**config.mk**
```make
export PLATFORM = sky130hd
export DESIGN_NAME = pdcg_ctrl
export DESIGN_NICKNAME = d
export VERILOG_FILES = /design/src/pdcg_pkg.sv /design/src/pdcg_wake_delay.sv /design/src/pdcg_ctrl.sv
export SDC_FILE = /design/constraint.sdc
export NUM_CORES = 1
export LEC_CHECK = 0
export BUFFER_PORTS_ARGS = -buffer_cell sky130_fd_sc_hd__buf_2
export CAP_MARGIN = 20
export CORE_ASPECT_RATIO = 0.6
export CORE_MARGIN = 2
export CORE_UTILIZATION = 53
export CTS_CLUSTER_DIAMETER = 120
export DETAILED_ROUTE_END_ITERATION = 8
export PLACE_DENSITY = 0.91
export SLEW_MARGIN = 20
export SYNTH_ARGS = -nofsm -noshare
export SYNTH_HDL_FRONTEND = slang
export SYNTH_SLANG_ARGS = --single-unit
```
**constraint.sdc**
```tcl
create_clock -name sys_clk -period 2.6 [get_ports sys_clk]
set_input_delay 0.13 -clock sys_clk [delete_from_list [all_inputs] [get_ports sys_clk]]
set_output_delay 0.13 -clock sys_clk [all_outputs]
set_load 0.02 [all_outputs]
```
**src/pdcg_pkg.sv**
```systemverilog
// constants, register map and carrier types for the power-down clock gate block
`default_nettype none
package pdcg_pkg;
  localparam int ADDR_W = 5;
  localparam logic [4:0] OFF_SLEEP_CTRL = 5'h00;
  localparam logic [4:0] OFF_FAST_GATES = 5'h04;
  localparam logic [4:0] OFF_PERIPH_GATES = 5'h08;
  localparam logic [4:0] OFF_HEALTH = 5'h0C;
  localparam logic [4:0] OFF_WAKE_SRC_EN = 5'h1C;
  // sleep_and_oscillator_control fields
  localparam int B_FAST_XTAL = 0;
  localparam int B_SLOW_XTAL = 1;
  localparam int B_FAST_INT = 2;
  localparam int B_SLOW_INT = 3;
  localparam int B_WAKE_DLY = 4;
  localparam int B_WAKE_IRQ_EN = 5;
  localparam int B_WAKE_STS = 6;
  localparam int B_PD_EN = 7;
  localparam int B_WAIT_CPU = 8;
  localparam logic [8:0] SLEEP_CTRL_RST = 9'h014;
  // fast_bus_clock_gates
  localparam int B_FLASH_PROG = 2;
  localparam logic [31:0] FAST_GATES_RST = 32'h0000000D;
  localparam logic [31:0] FAST_GATES_FIXED = 32'h00000009;
  // peripheral_bus_clock_gates: writable bits and reset
  localparam logic [31:0] PERIPH_MASK = 32'h8833323F;
  localparam logic [31:0] PERIPH_RST = 32'h00000000;
  localparam int B_WDT_GATE = 0;
  localparam int B_RTC_GATE = 1;
  // clock_health_flags
  localparam int B_SLOW_INT_STB = 3;
  localparam int B_FAST_INT_STB = 4;
  localparam int B_SW_FAIL = 7;
  // wake sources: gpio, usb, uart, watchdog, brown-out, rtc
  localparam int N_WAKE = 6;
  localparam logic [5:0] WAKE_SRC_EN_RST = 6'h3F;
  // default source code of the flash user config meaning fast crystal
  localparam logic [2:0] CFG_SRC_FAST_XTAL = 3'h0;
  localparam int WAKE_DLY_XTAL = 4096;
  localparam int WAKE_DLY_INT = 256;

  typedef struct packed {
    logic        read;
    logic        write;
    logic [4:0]  address;
    logic [3:0]  byteenable;
    logic [31:0] writedata;
  } pdcg_bus_req_t;

  typedef struct packed {
    logic slow_internal;
    logic fast_internal;
    logic slow_crystal;
    logic fast_crystal;
  } pdcg_osc_t;

  typedef enum logic [1:0] {
    PM_ACTIVE = 2'b00,
    PM_PWRDN  = 2'b01,
    PM_WAKE   = 2'b11,
    PM_IDLE   = 2'b10
  } pdcg_mode_t;
endpackage
`default_nettype wire

```
**src/pdcg_wake_delay.sv**
```systemverilog
// wake-up stabilisation counter
`default_nettype none
module pdcg_wake_delay #(
  parameter int LONG_CYC  = 4096,
  parameter int SHORT_CYC = 256
) (
  // clock and reset
  input  wire logic sys_clk,
  input  wire logic resetn,
  // control
  input  wire logic start,
  input  wire logic long_delay,
  output logic      done
);
  localparam int CW = $clog2(LONG_CYC + 1);

  // refuse counts that the down-counter cannot serve
  if (SHORT_CYC < 1 || LONG_CYC < SHORT_CYC) begin : g_bad_counts
    $error("wake delay counts out of range");
  end

  logic [CW-1:0] count;
  logic [CW-1:0] next_count;

  always_comb begin
    next_count = count;
    if (start) begin
      next_count = long_delay ? CW'(LONG_CYC) : CW'(SHORT_CYC);
    end else if (count != '0) begin
      next_count = count - CW'(1);
    end
  end

  always_ff @(posedge sys_clk or negedge resetn) begin
    if (!resetn) begin
      count <= '0;
    end else begin
      count <= next_count;
    end
  end

  // last cycle of the hold-off
  assign done = (count == CW'(1));
endmodule // pdcg_wake_delay
`default_nettype wire

```
**src/pdcg_ctrl.sv**
```systemverilog
// power-down control and clock gating with Avalon-MM register slave
`default_nettype none
module pdcg_ctrl #(
  parameter int DLY_XTAL = pdcg_pkg::WAKE_DLY_XTAL,
  parameter int DLY_INT  = pdcg_pkg::WAKE_DLY_INT
) (
  // clock and reset
  input  wire logic                 sys_clk,
  input  wire logic                 resetn,
  // avalon-mm slave
  input  wire logic                 avs_read,
  input  wire logic                 avs_write,
  input  wire logic [4:0]           avs_address,
  input  wire logic [3:0]           avs_byteenable,
  input  wire logic [31:0]          avs_writedata,
  output logic      [31:0]          avs_readdata,
  output logic                      avs_waitrequest,
  // write protection state from the unlock unit
  input  wire logic                 regs_unlocked,
  // flash user configuration default source
  input  wire logic [2:0]           cfg_default_src,
  // processor side
  input  wire logic                 cpu_sleep,
  output logic                      cpu_clk_en,
  output logic                      wake_irq,
  // wake sources
  input  wire logic [5:0]           wake_src,
  // system clock status
  input  wire logic                 sys_src_is_crystal,
  input  wire logic                 clock_switch_req,
  input  wire logic                 switch_target_stable,
  input  wire logic                 fast_internal_osc_stable,
  input  wire logic                 slow_internal_osc_stable,
  input  wire logic                 wdt_on_slow_clock,
  // clock enables out
  output pdcg_pkg::pdcg_osc_t       osc_enable,
  output logic                      pll_clk_en,
  output logic                      sys_clk_en,
  output logic                      flash_programming_clock_gate,
  output logic [31:0]               periph_clock_gate,
  output logic                      rtc_engine_clk_en,
  output pdcg_pkg::pdcg_mode_t      power_mode
);
  // refuse delays that the wake counter cannot serve
  if (DLY_INT < 1 || DLY_XTAL < DLY_INT) begin : g_bad_dly
    $error("wake delay parameters out of range");
  end

  pdcg_pkg::pdcg_bus_req_t req;
  assign req = '{read: avs_read, write: avs_write, address: avs_address,
                 byteenable: avs_byteenable, writedata: avs_writedata};

  // bus slave: one wait cycle, then answer
  logic        ack;
  logic        next_ack;
  logic [31:0] next_readdata;
  logic [31:0] be_mask;
  logic        wr_take;

  genvar gi;
  generate
    for (gi = 0; gi < 4; gi++) begin : g_be
      assign be_mask[gi*8 +: 8] = {8{req.byteenable[gi]}};
    end
  endgenerate

  assign avs_waitrequest = (req.read || req.write) && !ack;
  assign wr_take = req.write && ack;

  // registers
  logic [8:0]  sleep_ctrl;
  logic [8:0]  next_sleep_ctrl;
  logic        flash_gate;
  logic        next_flash_gate;
  logic [31:0] periph_gates;
  logic [31:0] next_periph_gates;
  logic        sw_fail;
  logic        next_sw_fail;
  logic [5:0]  wake_src_en;
  logic [5:0]  next_wake_src_en;
  logic        cfg_loaded;
  logic        next_cfg_loaded;
  pdcg_pkg::pdcg_mode_t mode;
  pdcg_pkg::pdcg_mode_t next_mode;

  logic        wake_event;
  logic        dly_start;
  logic        dly_done;
  logic        dly_long;
  logic [31:0] wmask;
  logic [31:0] wdata;

  assign wake_event = |(wake_src & wake_src_en);

  pdcg_wake_delay #(
    .LONG_CYC  (DLY_XTAL),
    .SHORT_CYC (DLY_INT)
  ) u_delay (
    .sys_clk    (sys_clk),
    .resetn     (resetn),
    .start      (dly_start),
    .long_delay (dly_long),
    .done       (dly_done)
  );
  assign dly_long = sys_src_is_crystal;

  // bus read path
  always_comb begin
    next_ack = (req.read || req.write) && !ack;
    next_readdata = avs_readdata;
    if (req.read && !ack) begin
      case (req.address)
        pdcg_pkg::OFF_SLEEP_CTRL:   next_readdata = {23'h0, sleep_ctrl};
        pdcg_pkg::OFF_FAST_GATES:
          next_readdata = pdcg_pkg::FAST_GATES_FIXED |
                          (32'(flash_gate) << pdcg_pkg::B_FLASH_PROG);
        pdcg_pkg::OFF_PERIPH_GATES: next_readdata = periph_gates;
        pdcg_pkg::OFF_HEALTH: begin
          next_readdata = 32'h0;
          next_readdata[pdcg_pkg::B_SW_FAIL] = sw_fail;
          next_readdata[pdcg_pkg::B_FAST_INT_STB] =
            fast_internal_osc_stable && sleep_ctrl[pdcg_pkg::B_FAST_INT];
          next_readdata[pdcg_pkg::B_SLOW_INT_STB] =
            slow_internal_osc_stable && sleep_ctrl[pdcg_pkg::B_SLOW_INT];
        end
        pdcg_pkg::OFF_WAKE_SRC_EN:  next_readdata = {26'h0, wake_src_en};
        default:                    next_readdata = 32'h0;
      endcase
    end
  end

  always_ff @(posedge sys_clk or negedge resetn) begin
    if (!resetn) begin
      ack <= 1'b0;
      avs_readdata <= 32'h0;
    end else begin
      ack <= next_ack;
      avs_readdata <= next_readdata;
    end
  end

  // register write path and hardware updates
  always_comb begin
    next_sleep_ctrl = sleep_ctrl;
    next_flash_gate = flash_gate;
    next_periph_gates = periph_gates;
    next_sw_fail = sw_fail;
    next_wake_src_en = wake_src_en;
    next_cfg_loaded = 1'b1;
    wmask = be_mask;
    wdata = req.writedata;
    // strap caught once after reset release
    if (!cfg_loaded && cfg_default_src == pdcg_pkg::CFG_SRC_FAST_XTAL) begin
      next_sleep_ctrl[pdcg_pkg::B_FAST_XTAL] = 1'b1;
    end
    if (wr_take) begin
      case (req.address)
        pdcg_pkg::OFF_SLEEP_CTRL: begin
          if (regs_unlocked) begin
            for (int i = 0; i < 9; i++) begin
              if (i != pdcg_pkg::B_WAKE_STS && wmask[i])
                next_sleep_ctrl[i] = wdata[i];
            end
          end
          if (wmask[pdcg_pkg::B_WAKE_STS] && wdata[pdcg_pkg::B_WAKE_STS])
            next_sleep_ctrl[pdcg_pkg::B_WAKE_STS] = 1'b0;
        end
        pdcg_pkg::OFF_FAST_GATES: begin
          if (wmask[pdcg_pkg::B_FLASH_PROG])
            next_flash_gate = wdata[pdcg_pkg::B_FLASH_PROG];
        end
        pdcg_pkg::OFF_PERIPH_GATES: begin
          for (int i = 0; i < 32; i++) begin
            if (wmask[i] && pdcg_pkg::PERIPH_MASK[i] &&
                (i != pdcg_pkg::B_WDT_GATE || regs_unlocked))
              next_periph_gates[i] = wdata[i];
          end
        end
        pdcg_pkg::OFF_HEALTH: begin
          if (regs_unlocked && wmask[pdcg_pkg::B_SW_FAIL] &&
              wdata[pdcg_pkg::B_SW_FAIL])
            next_sw_fail = 1'b0;
        end
        pdcg_pkg::OFF_WAKE_SRC_EN: begin
          for (int i = 0; i < 6; i++) begin
            if (wmask[i])
              next_wake_src_en[i] = wdata[i];
          end
        end
        default: begin
        end
      endcase
    end
    // hardware updates win over software writes
    if (clock_switch_req) begin
      next_sw_fail = !switch_target_stable;
    end
    if (wake_event) begin
      next_sleep_ctrl[pdcg_pkg::B_WAKE_STS] = 1'b1;
    end
    if (mode == pdcg_pkg::PM_PWRDN && wake_event) begin
      next_sleep_ctrl[pdcg_pkg::B_PD_EN] = 1'b0;
    end
  end

  always_ff @(posedge sys_clk or negedge resetn) begin
    if (!resetn) begin
      sleep_ctrl <= pdcg_pkg::SLEEP_CTRL_RST;
      flash_gate <= pdcg_pkg::FAST_GATES_RST[pdcg_pkg::B_FLASH_PROG];
      periph_gates <= pdcg_pkg::PERIPH_RST;
      sw_fail <= 1'b0;
      wake_src_en <= pdcg_pkg::WAKE_SRC_EN_RST;
      cfg_loaded <= 1'b0;
    end else begin
      sleep_ctrl <= next_sleep_ctrl;
      flash_gate <= next_flash_gate;
      periph_gates <= next_periph_gates;
      sw_fail <= next_sw_fail;
      wake_src_en <= next_wake_src_en;
      cfg_loaded <= next_cfg_loaded;
    end
  end

  // power mode sequencer
  logic pd_en;
  logic wait_cpu;
  assign pd_en = sleep_ctrl[pdcg_pkg::B_PD_EN];
  assign wait_cpu = sleep_ctrl[pdcg_pkg::B_WAIT_CPU];

  always_comb begin
    next_mode = mode;
    dly_start = 1'b0;
    case (mode)
      pdcg_pkg::PM_ACTIVE: begin
        if (pd_en && !wait_cpu) begin
          next_mode = pdcg_pkg::PM_PWRDN;
        end else if (pd_en && wait_cpu && cpu_sleep) begin
          next_mode = pdcg_pkg::PM_PWRDN;
        end else if (!pd_en && !wait_cpu && cpu_sleep) begin
          next_mode = pdcg_pkg::PM_IDLE;
        end
      end
      pdcg_pkg::PM_IDLE: begin
        if (!cpu_sleep) begin
          next_mode = pdcg_pkg::PM_ACTIVE;
        end else if (pd_en && (!wait_cpu || cpu_sleep)) begin
          next_mode = pdcg_pkg::PM_PWRDN;
        end
      end
      pdcg_pkg::PM_PWRDN: begin
        if (wake_event) begin
          if (sleep_ctrl[pdcg_pkg::B_WAKE_DLY]) begin
            next_mode = pdcg_pkg::PM_WAKE;
            dly_start = 1'b1;
          end else begin
            next_mode = pdcg_pkg::PM_ACTIVE;
          end
        end
      end
      pdcg_pkg::PM_WAKE: begin
        if (dly_done) begin
          next_mode = pdcg_pkg::PM_ACTIVE;
        end
      end
      default: next_mode = pdcg_pkg::PM_ACTIVE;
    endcase
  end

  always_ff @(posedge sys_clk or negedge resetn) begin
    if (!resetn) begin
      mode <= pdcg_pkg::PM_ACTIVE;
    end else begin
      mode <= next_mode;
    end
  end

  // clock enables
  logic clocks_held;
  // the hold-off keeps crystals running so they can settle
  assign clocks_held = (mode == pdcg_pkg::PM_PWRDN) ||
                       (mode == pdcg_pkg::PM_WAKE);
  assign power_mode = mode;
  assign wake_irq = sleep_ctrl[pdcg_pkg::B_WAKE_STS] &&
                    sleep_ctrl[pdcg_pkg::B_WAKE_IRQ_EN];

  always_comb begin
    osc_enable.fast_crystal = sleep_ctrl[pdcg_pkg::B_FAST_XTAL] &&
                              mode != pdcg_pkg::PM_PWRDN;
    osc_enable.fast_internal = sleep_ctrl[pdcg_pkg::B_FAST_INT] &&
                               mode != pdcg_pkg::PM_PWRDN;
    osc_enable.slow_crystal = sleep_ctrl[pdcg_pkg::B_SLOW_XTAL];
    osc_enable.slow_internal = sleep_ctrl[pdcg_pkg::B_SLOW_INT];
  end

  assign sys_clk_en = !clocks_held;
  assign pll_clk_en = !clocks_held;
  assign cpu_clk_en = !clocks_held && mode != pdcg_pkg::PM_IDLE;
  assign flash_programming_clock_gate = flash_gate && !clocks_held;
  assign rtc_engine_clk_en = 1'b1;

  always_comb begin
    periph_clock_gate = periph_gates & {32{!clocks_held}};
    // watchdog on the slow oscillator survives power-down
    periph_clock_gate[pdcg_pkg::B_WDT_GATE] =
      periph_gates[pdcg_pkg::B_WDT_GATE] &&
      (!clocks_held || wdt_on_slow_clock);
  end
endmodule // pdcg_ctrl
`default_nettype wire

```
==> flow_metrics.py <==
metrics = {
    "status": {
        "status": "completed",
    },
    "timing": {
        "setup_tns_ns": 0,
        "fin_hold_ws_ns": 0.02336,
        "rsz0062_at_grt": "false",
        "setup_viol_count_final": 0,
        "slew-limit-headroom_pct": 51.53,
        "fin_crit_sh_pct": 73.87,
        "tightest_slew_ns": 0.7271,
        "finalHoldViolCount": 0,
        "layout_min_cycle_time_ns": 1.921,
        "setup_slack_ns": 0.6795,
        "maxSlewViolCount": 0,
        "fmax_mhz": 520.7,
        "fin_worst_skew_ns": 0.007772,
    },
    "floorplan": {
        "fp.dieArea_um2": 7578,
        "rows": 23,
        "start_util_pct": 54.59,
        "core_um2": 6676,
        "io_pins": 139,
        "die_x_um": 111.1,
        "die_h_um": 68.24,
    },
    "worst_setup_path": {
        "critPathKind": "reg -> reg",
        "rrSetupSlack_ns": 0.68,
        "cp_num_buf_inv": 1,
        "crit_path_start": "u_delay.count[0]",
        "rr_worst_depth": 6,
        "crit_family": "simple AND/OR/NAND/NOR gates",
        "crit_end": "u_delay.count[10]",
        "critPathRequiredTime_ns": 2.85,
        "crit_cells": 6,
        "path_cells": "inv_1, ha_1, nor2b_1, and4_1, or4b_1, a21oi_1",
        "cp_data_arrival_time_ns": 2.17,
        "cp-end-kind": "register",
        "cp_max_fo": 10,
        "cp_slowest_stage_delay_ns": 0.54,
        "critPathSlowestCell": "or4b_1",
        "startpoint_type": "register",
        "r2r_start": "u_delay.count[0]",
        "timing.rr.end": "u_delay.count[10]",
    },
    "route": {
        "routedWlPerCell_um": 16.36,
        "drt-pass1-iter-count": 4,
        "ant_nets": 0,
        "detail_route.vias_per_cell": 5.441,
        "drt_iter0_markers": 263,
        "vias": 2998,
        "wirelength_um": 9015,
        "drcViolationCount": 0,
    },
    "grt": {
        "grt_pass1_wl_um": 14450,
        "grt_use_total_pct": 24.91,
        "antenna_found_initial": 0,
        "grt_max_degree": 29,
        "first_global_vias": 2921,
        "overflow": 0,
    },
    "worst_hold_path": {
        "worstHoldPathType": "in -> reg",
        "hold_depth": 3,
    },
    "clock_network": {
        "clk_pin_slew_ns": 0.05,
        "cts_root_buf": "clkbuf_16",
        "tritoncts.num_buffers": 9,
        "post_cts.repair.setup_buffers": 0,
        "cts_tree": "done",
        "clock_latency_ns": 0.33,
        "cts_max_level": 3,
        "clkSinkCount": 67,
        "clockBufferDepth": 2,
    },
    "synthesis": {
        "synth_top_area_share_pct": 39.82,
        "ys_seq_area_share_pct": 46.31,
        "synth_flop_cell": "dfrtp_1",
        "avgSynthCellArea_um2": 9.986,
        "ys_types": 55,
        "postSynthCellCount": 365,
        "synth_top_cell_by_area": "dfrtp_1",
        "async_reset_ff_share_pct": 100.0,
        "synth_seq_cells": 67,
        "synth_enable_flop_cells": 0,
        "yosys_warnings": 0,
        "synth_area_um2": 3645,
        "yosys-top-cells-area": "dfrtp_1, mux2_2, buf_4, dfstp_2, nand2_1",
    },
    "cells_and_area": {
        "drive_above_1_share_pct": 34.27,
        "fillCellCount": 553,
        "finalInstanceArea_um2": 4370,
        "syn2layout_area_growth_pct": 19.91,
        "fin_util_pct": 65.46,
        "final_cells": 551,
        "nets": 524,
        "antennaDiodeCount": 0,
    },
    "flow_run": {
        "drv_cap": 0,
    },
    "placed_design": {
        "gp_congestion": 0.8255,
        "dp.cells": 532,
        "portBuffers": 92,
        "dp_slack_ns": 0.6912,
        "dpl.hpwl_um": 6646,
        "dpl_cell_area_um2": 4045,
    },
    "power": {
        "finalPower_mw": 3.494,
        "powerDensity_nw_per_um2": 799.4,
        "p_leak_nw": 2.133,
        "vdd_ir_drop_max_uv": 538.9,
    },
}
==> worst register-to-register path, delay by kind of cell, from the launching register on <==
kind / cells / cell delay [ns]
AND/OR/NAND/NOR: 3 / 0.97
AO/OA/AOI/OAI: 1 / 0.15
flip-flops: 1 / 0.40
adder cells (fa/ha/maj): 1 / 0.21
buffers and inverters: 1 / 0.11
==> timing repair <==
action | in CTS | in global routing
resized for setup | 0 | 0
endpoints found under the hold margin | 17 | 0
hold buffers | 3 | 0
==> worst min path at each step <==
stage                     slack [ns]          startpoint           endpoint
final                           0.02  sys_src_is_crystal  u_delay.count[12]
after global placement          0.16              resetn         cfg_loaded
after global routing            0.03   avs_writedata[16]   periph_gates[16]
after detailed placement        0.16              resetn      sleep_ctrl[3]
after CTS                       0.02  sys_src_is_crystal  u_delay.count[12]
after floorplan                -0.17              resetn                ack
==> cell type report <==
type / instances / area [um2] / share of cell area [%]
Timing Repair Buffer: 100 / 528.0 / 12.08
Tap cell: 87 / 108.9 / 2.491
Multi-Input combinational cell: 273 / 1720 / 39.36
Clock inverter: 6 / 66.31 / 1.517
Inverter: 8 / 30.03 / 0.6871
Sequential cell: 67 / 1688 / 38.62
Clock buffer: 10 / 229.0 / 5.239
==> synthesized netlist by cell type, types with 2 or more instances <==
| cell | n |
|---|---|
| o31ai_1 | 4 |
| xor2_1 | 2 |
| buf_2 | 3 |
| nand2b_1 | 5 |
| nor2_1 | 21 |
| nand3_1 | 9 |
| o21bai_1 | 3 |
| a21oi_1 | 13 |
| mux2_2 | 28 |
| o21ai_0 | 20 |
| and3_1 | 4 |
| dfstp_2 | 9 |
| o41ai_1 | 2 |
| nor4_1 | 3 |
| nor3_1 | 4 |
| and2_1 | 6 |
| nand4_1 | 8 |
| nand2_1 | 38 |
| nor2b_1 | 21 |
| mux2i_1 | 5 |
| a31oi_1 | 2 |
| a22o_1 | 2 |
| a21o_1 | 3 |
| dfrtp_1 | 58 |
| inv_1 | 8 |
| buf_4 | 35 |
| conb_1 | 2 |
| a211oi_1 | 3 |
| clkbuf_1 | 9 |
| a22oi_1 | 5 |
| ha_1 | 3 |
| or4b_1 | 2 |
| or4_1 | 2 |
| or3_2 | 2 |
==> placed cells by master, fill, tap and decap left out, types with 6 or more instances in the layout <==
master,n
clkbuf_16,9
conb_1,33
buf_2,92
inv_1,8
and2_1,6
a21oi_1,13
mux2_2,28
nand2_1,38
dfstp_2,9
dfrtp_1,58
nand4_1,8
o21ai_0,20
nor2b_1,21
nor2_1,21
nand3_1,9
==> layer usage <==
| metal | track usage [%] | part of all wire, % | vias to the layer above |
|---|---|---|---|
| met5 | 0 | 0 | - |
| met4 | 6.790 | 0.72 | 0 |
| met3 | 8.857 | 8.2 | 6 |
| met2 | 37.88 | 45 | 119 |
| met1 | 34.33 | 46 | 1467 |
| li1 | - | - | 1406 |
==> registers in the layout (all words and copies together) (netlist names) <==
| signal | count |
|---|---|
| avs_readdata | 18 |
| sleep_ctrl | 9 |
| power_mode | 2 |
| flash_gate | 1 |
| u_delay.count | 13 |
| cfg_loaded | 1 |
| periph_gates | 15 |
| ack | 1 |
| sw_fail | 1 |
| wake_src_en | 6 |
==> logic make-up (layout without fill, tap and decap cells) <==
group / Yosys count / count (layout) / share of synthesized area [%]
AND/OR/NAND/NOR: 135 / 135 / 20.19
flip-flops: 67 / 67 / 46.31
AO/OA/AOI/OAI: 66 / 66 / 11.84
buffers and inverters: 56 / 124 / 9.681
multiplexers: 33 / 33 / 10.02
adder cells (fa/ha/maj): 3 / 3 / 1.030
XOR/XNOR: 3 / 3 / 0.7210
other: 2 / 33 / 0.2061
==> power breakdown <==
part	internal [mW]	switching (mW)	leakage (nW)	total, mW
Combinational	0.357	0.547	1.14	0.904
Clock	0.741	0.450	0.135	1.19
Sequential	1.21	0.189	0.854	1.40
Power figures use the tool's default switching activity.
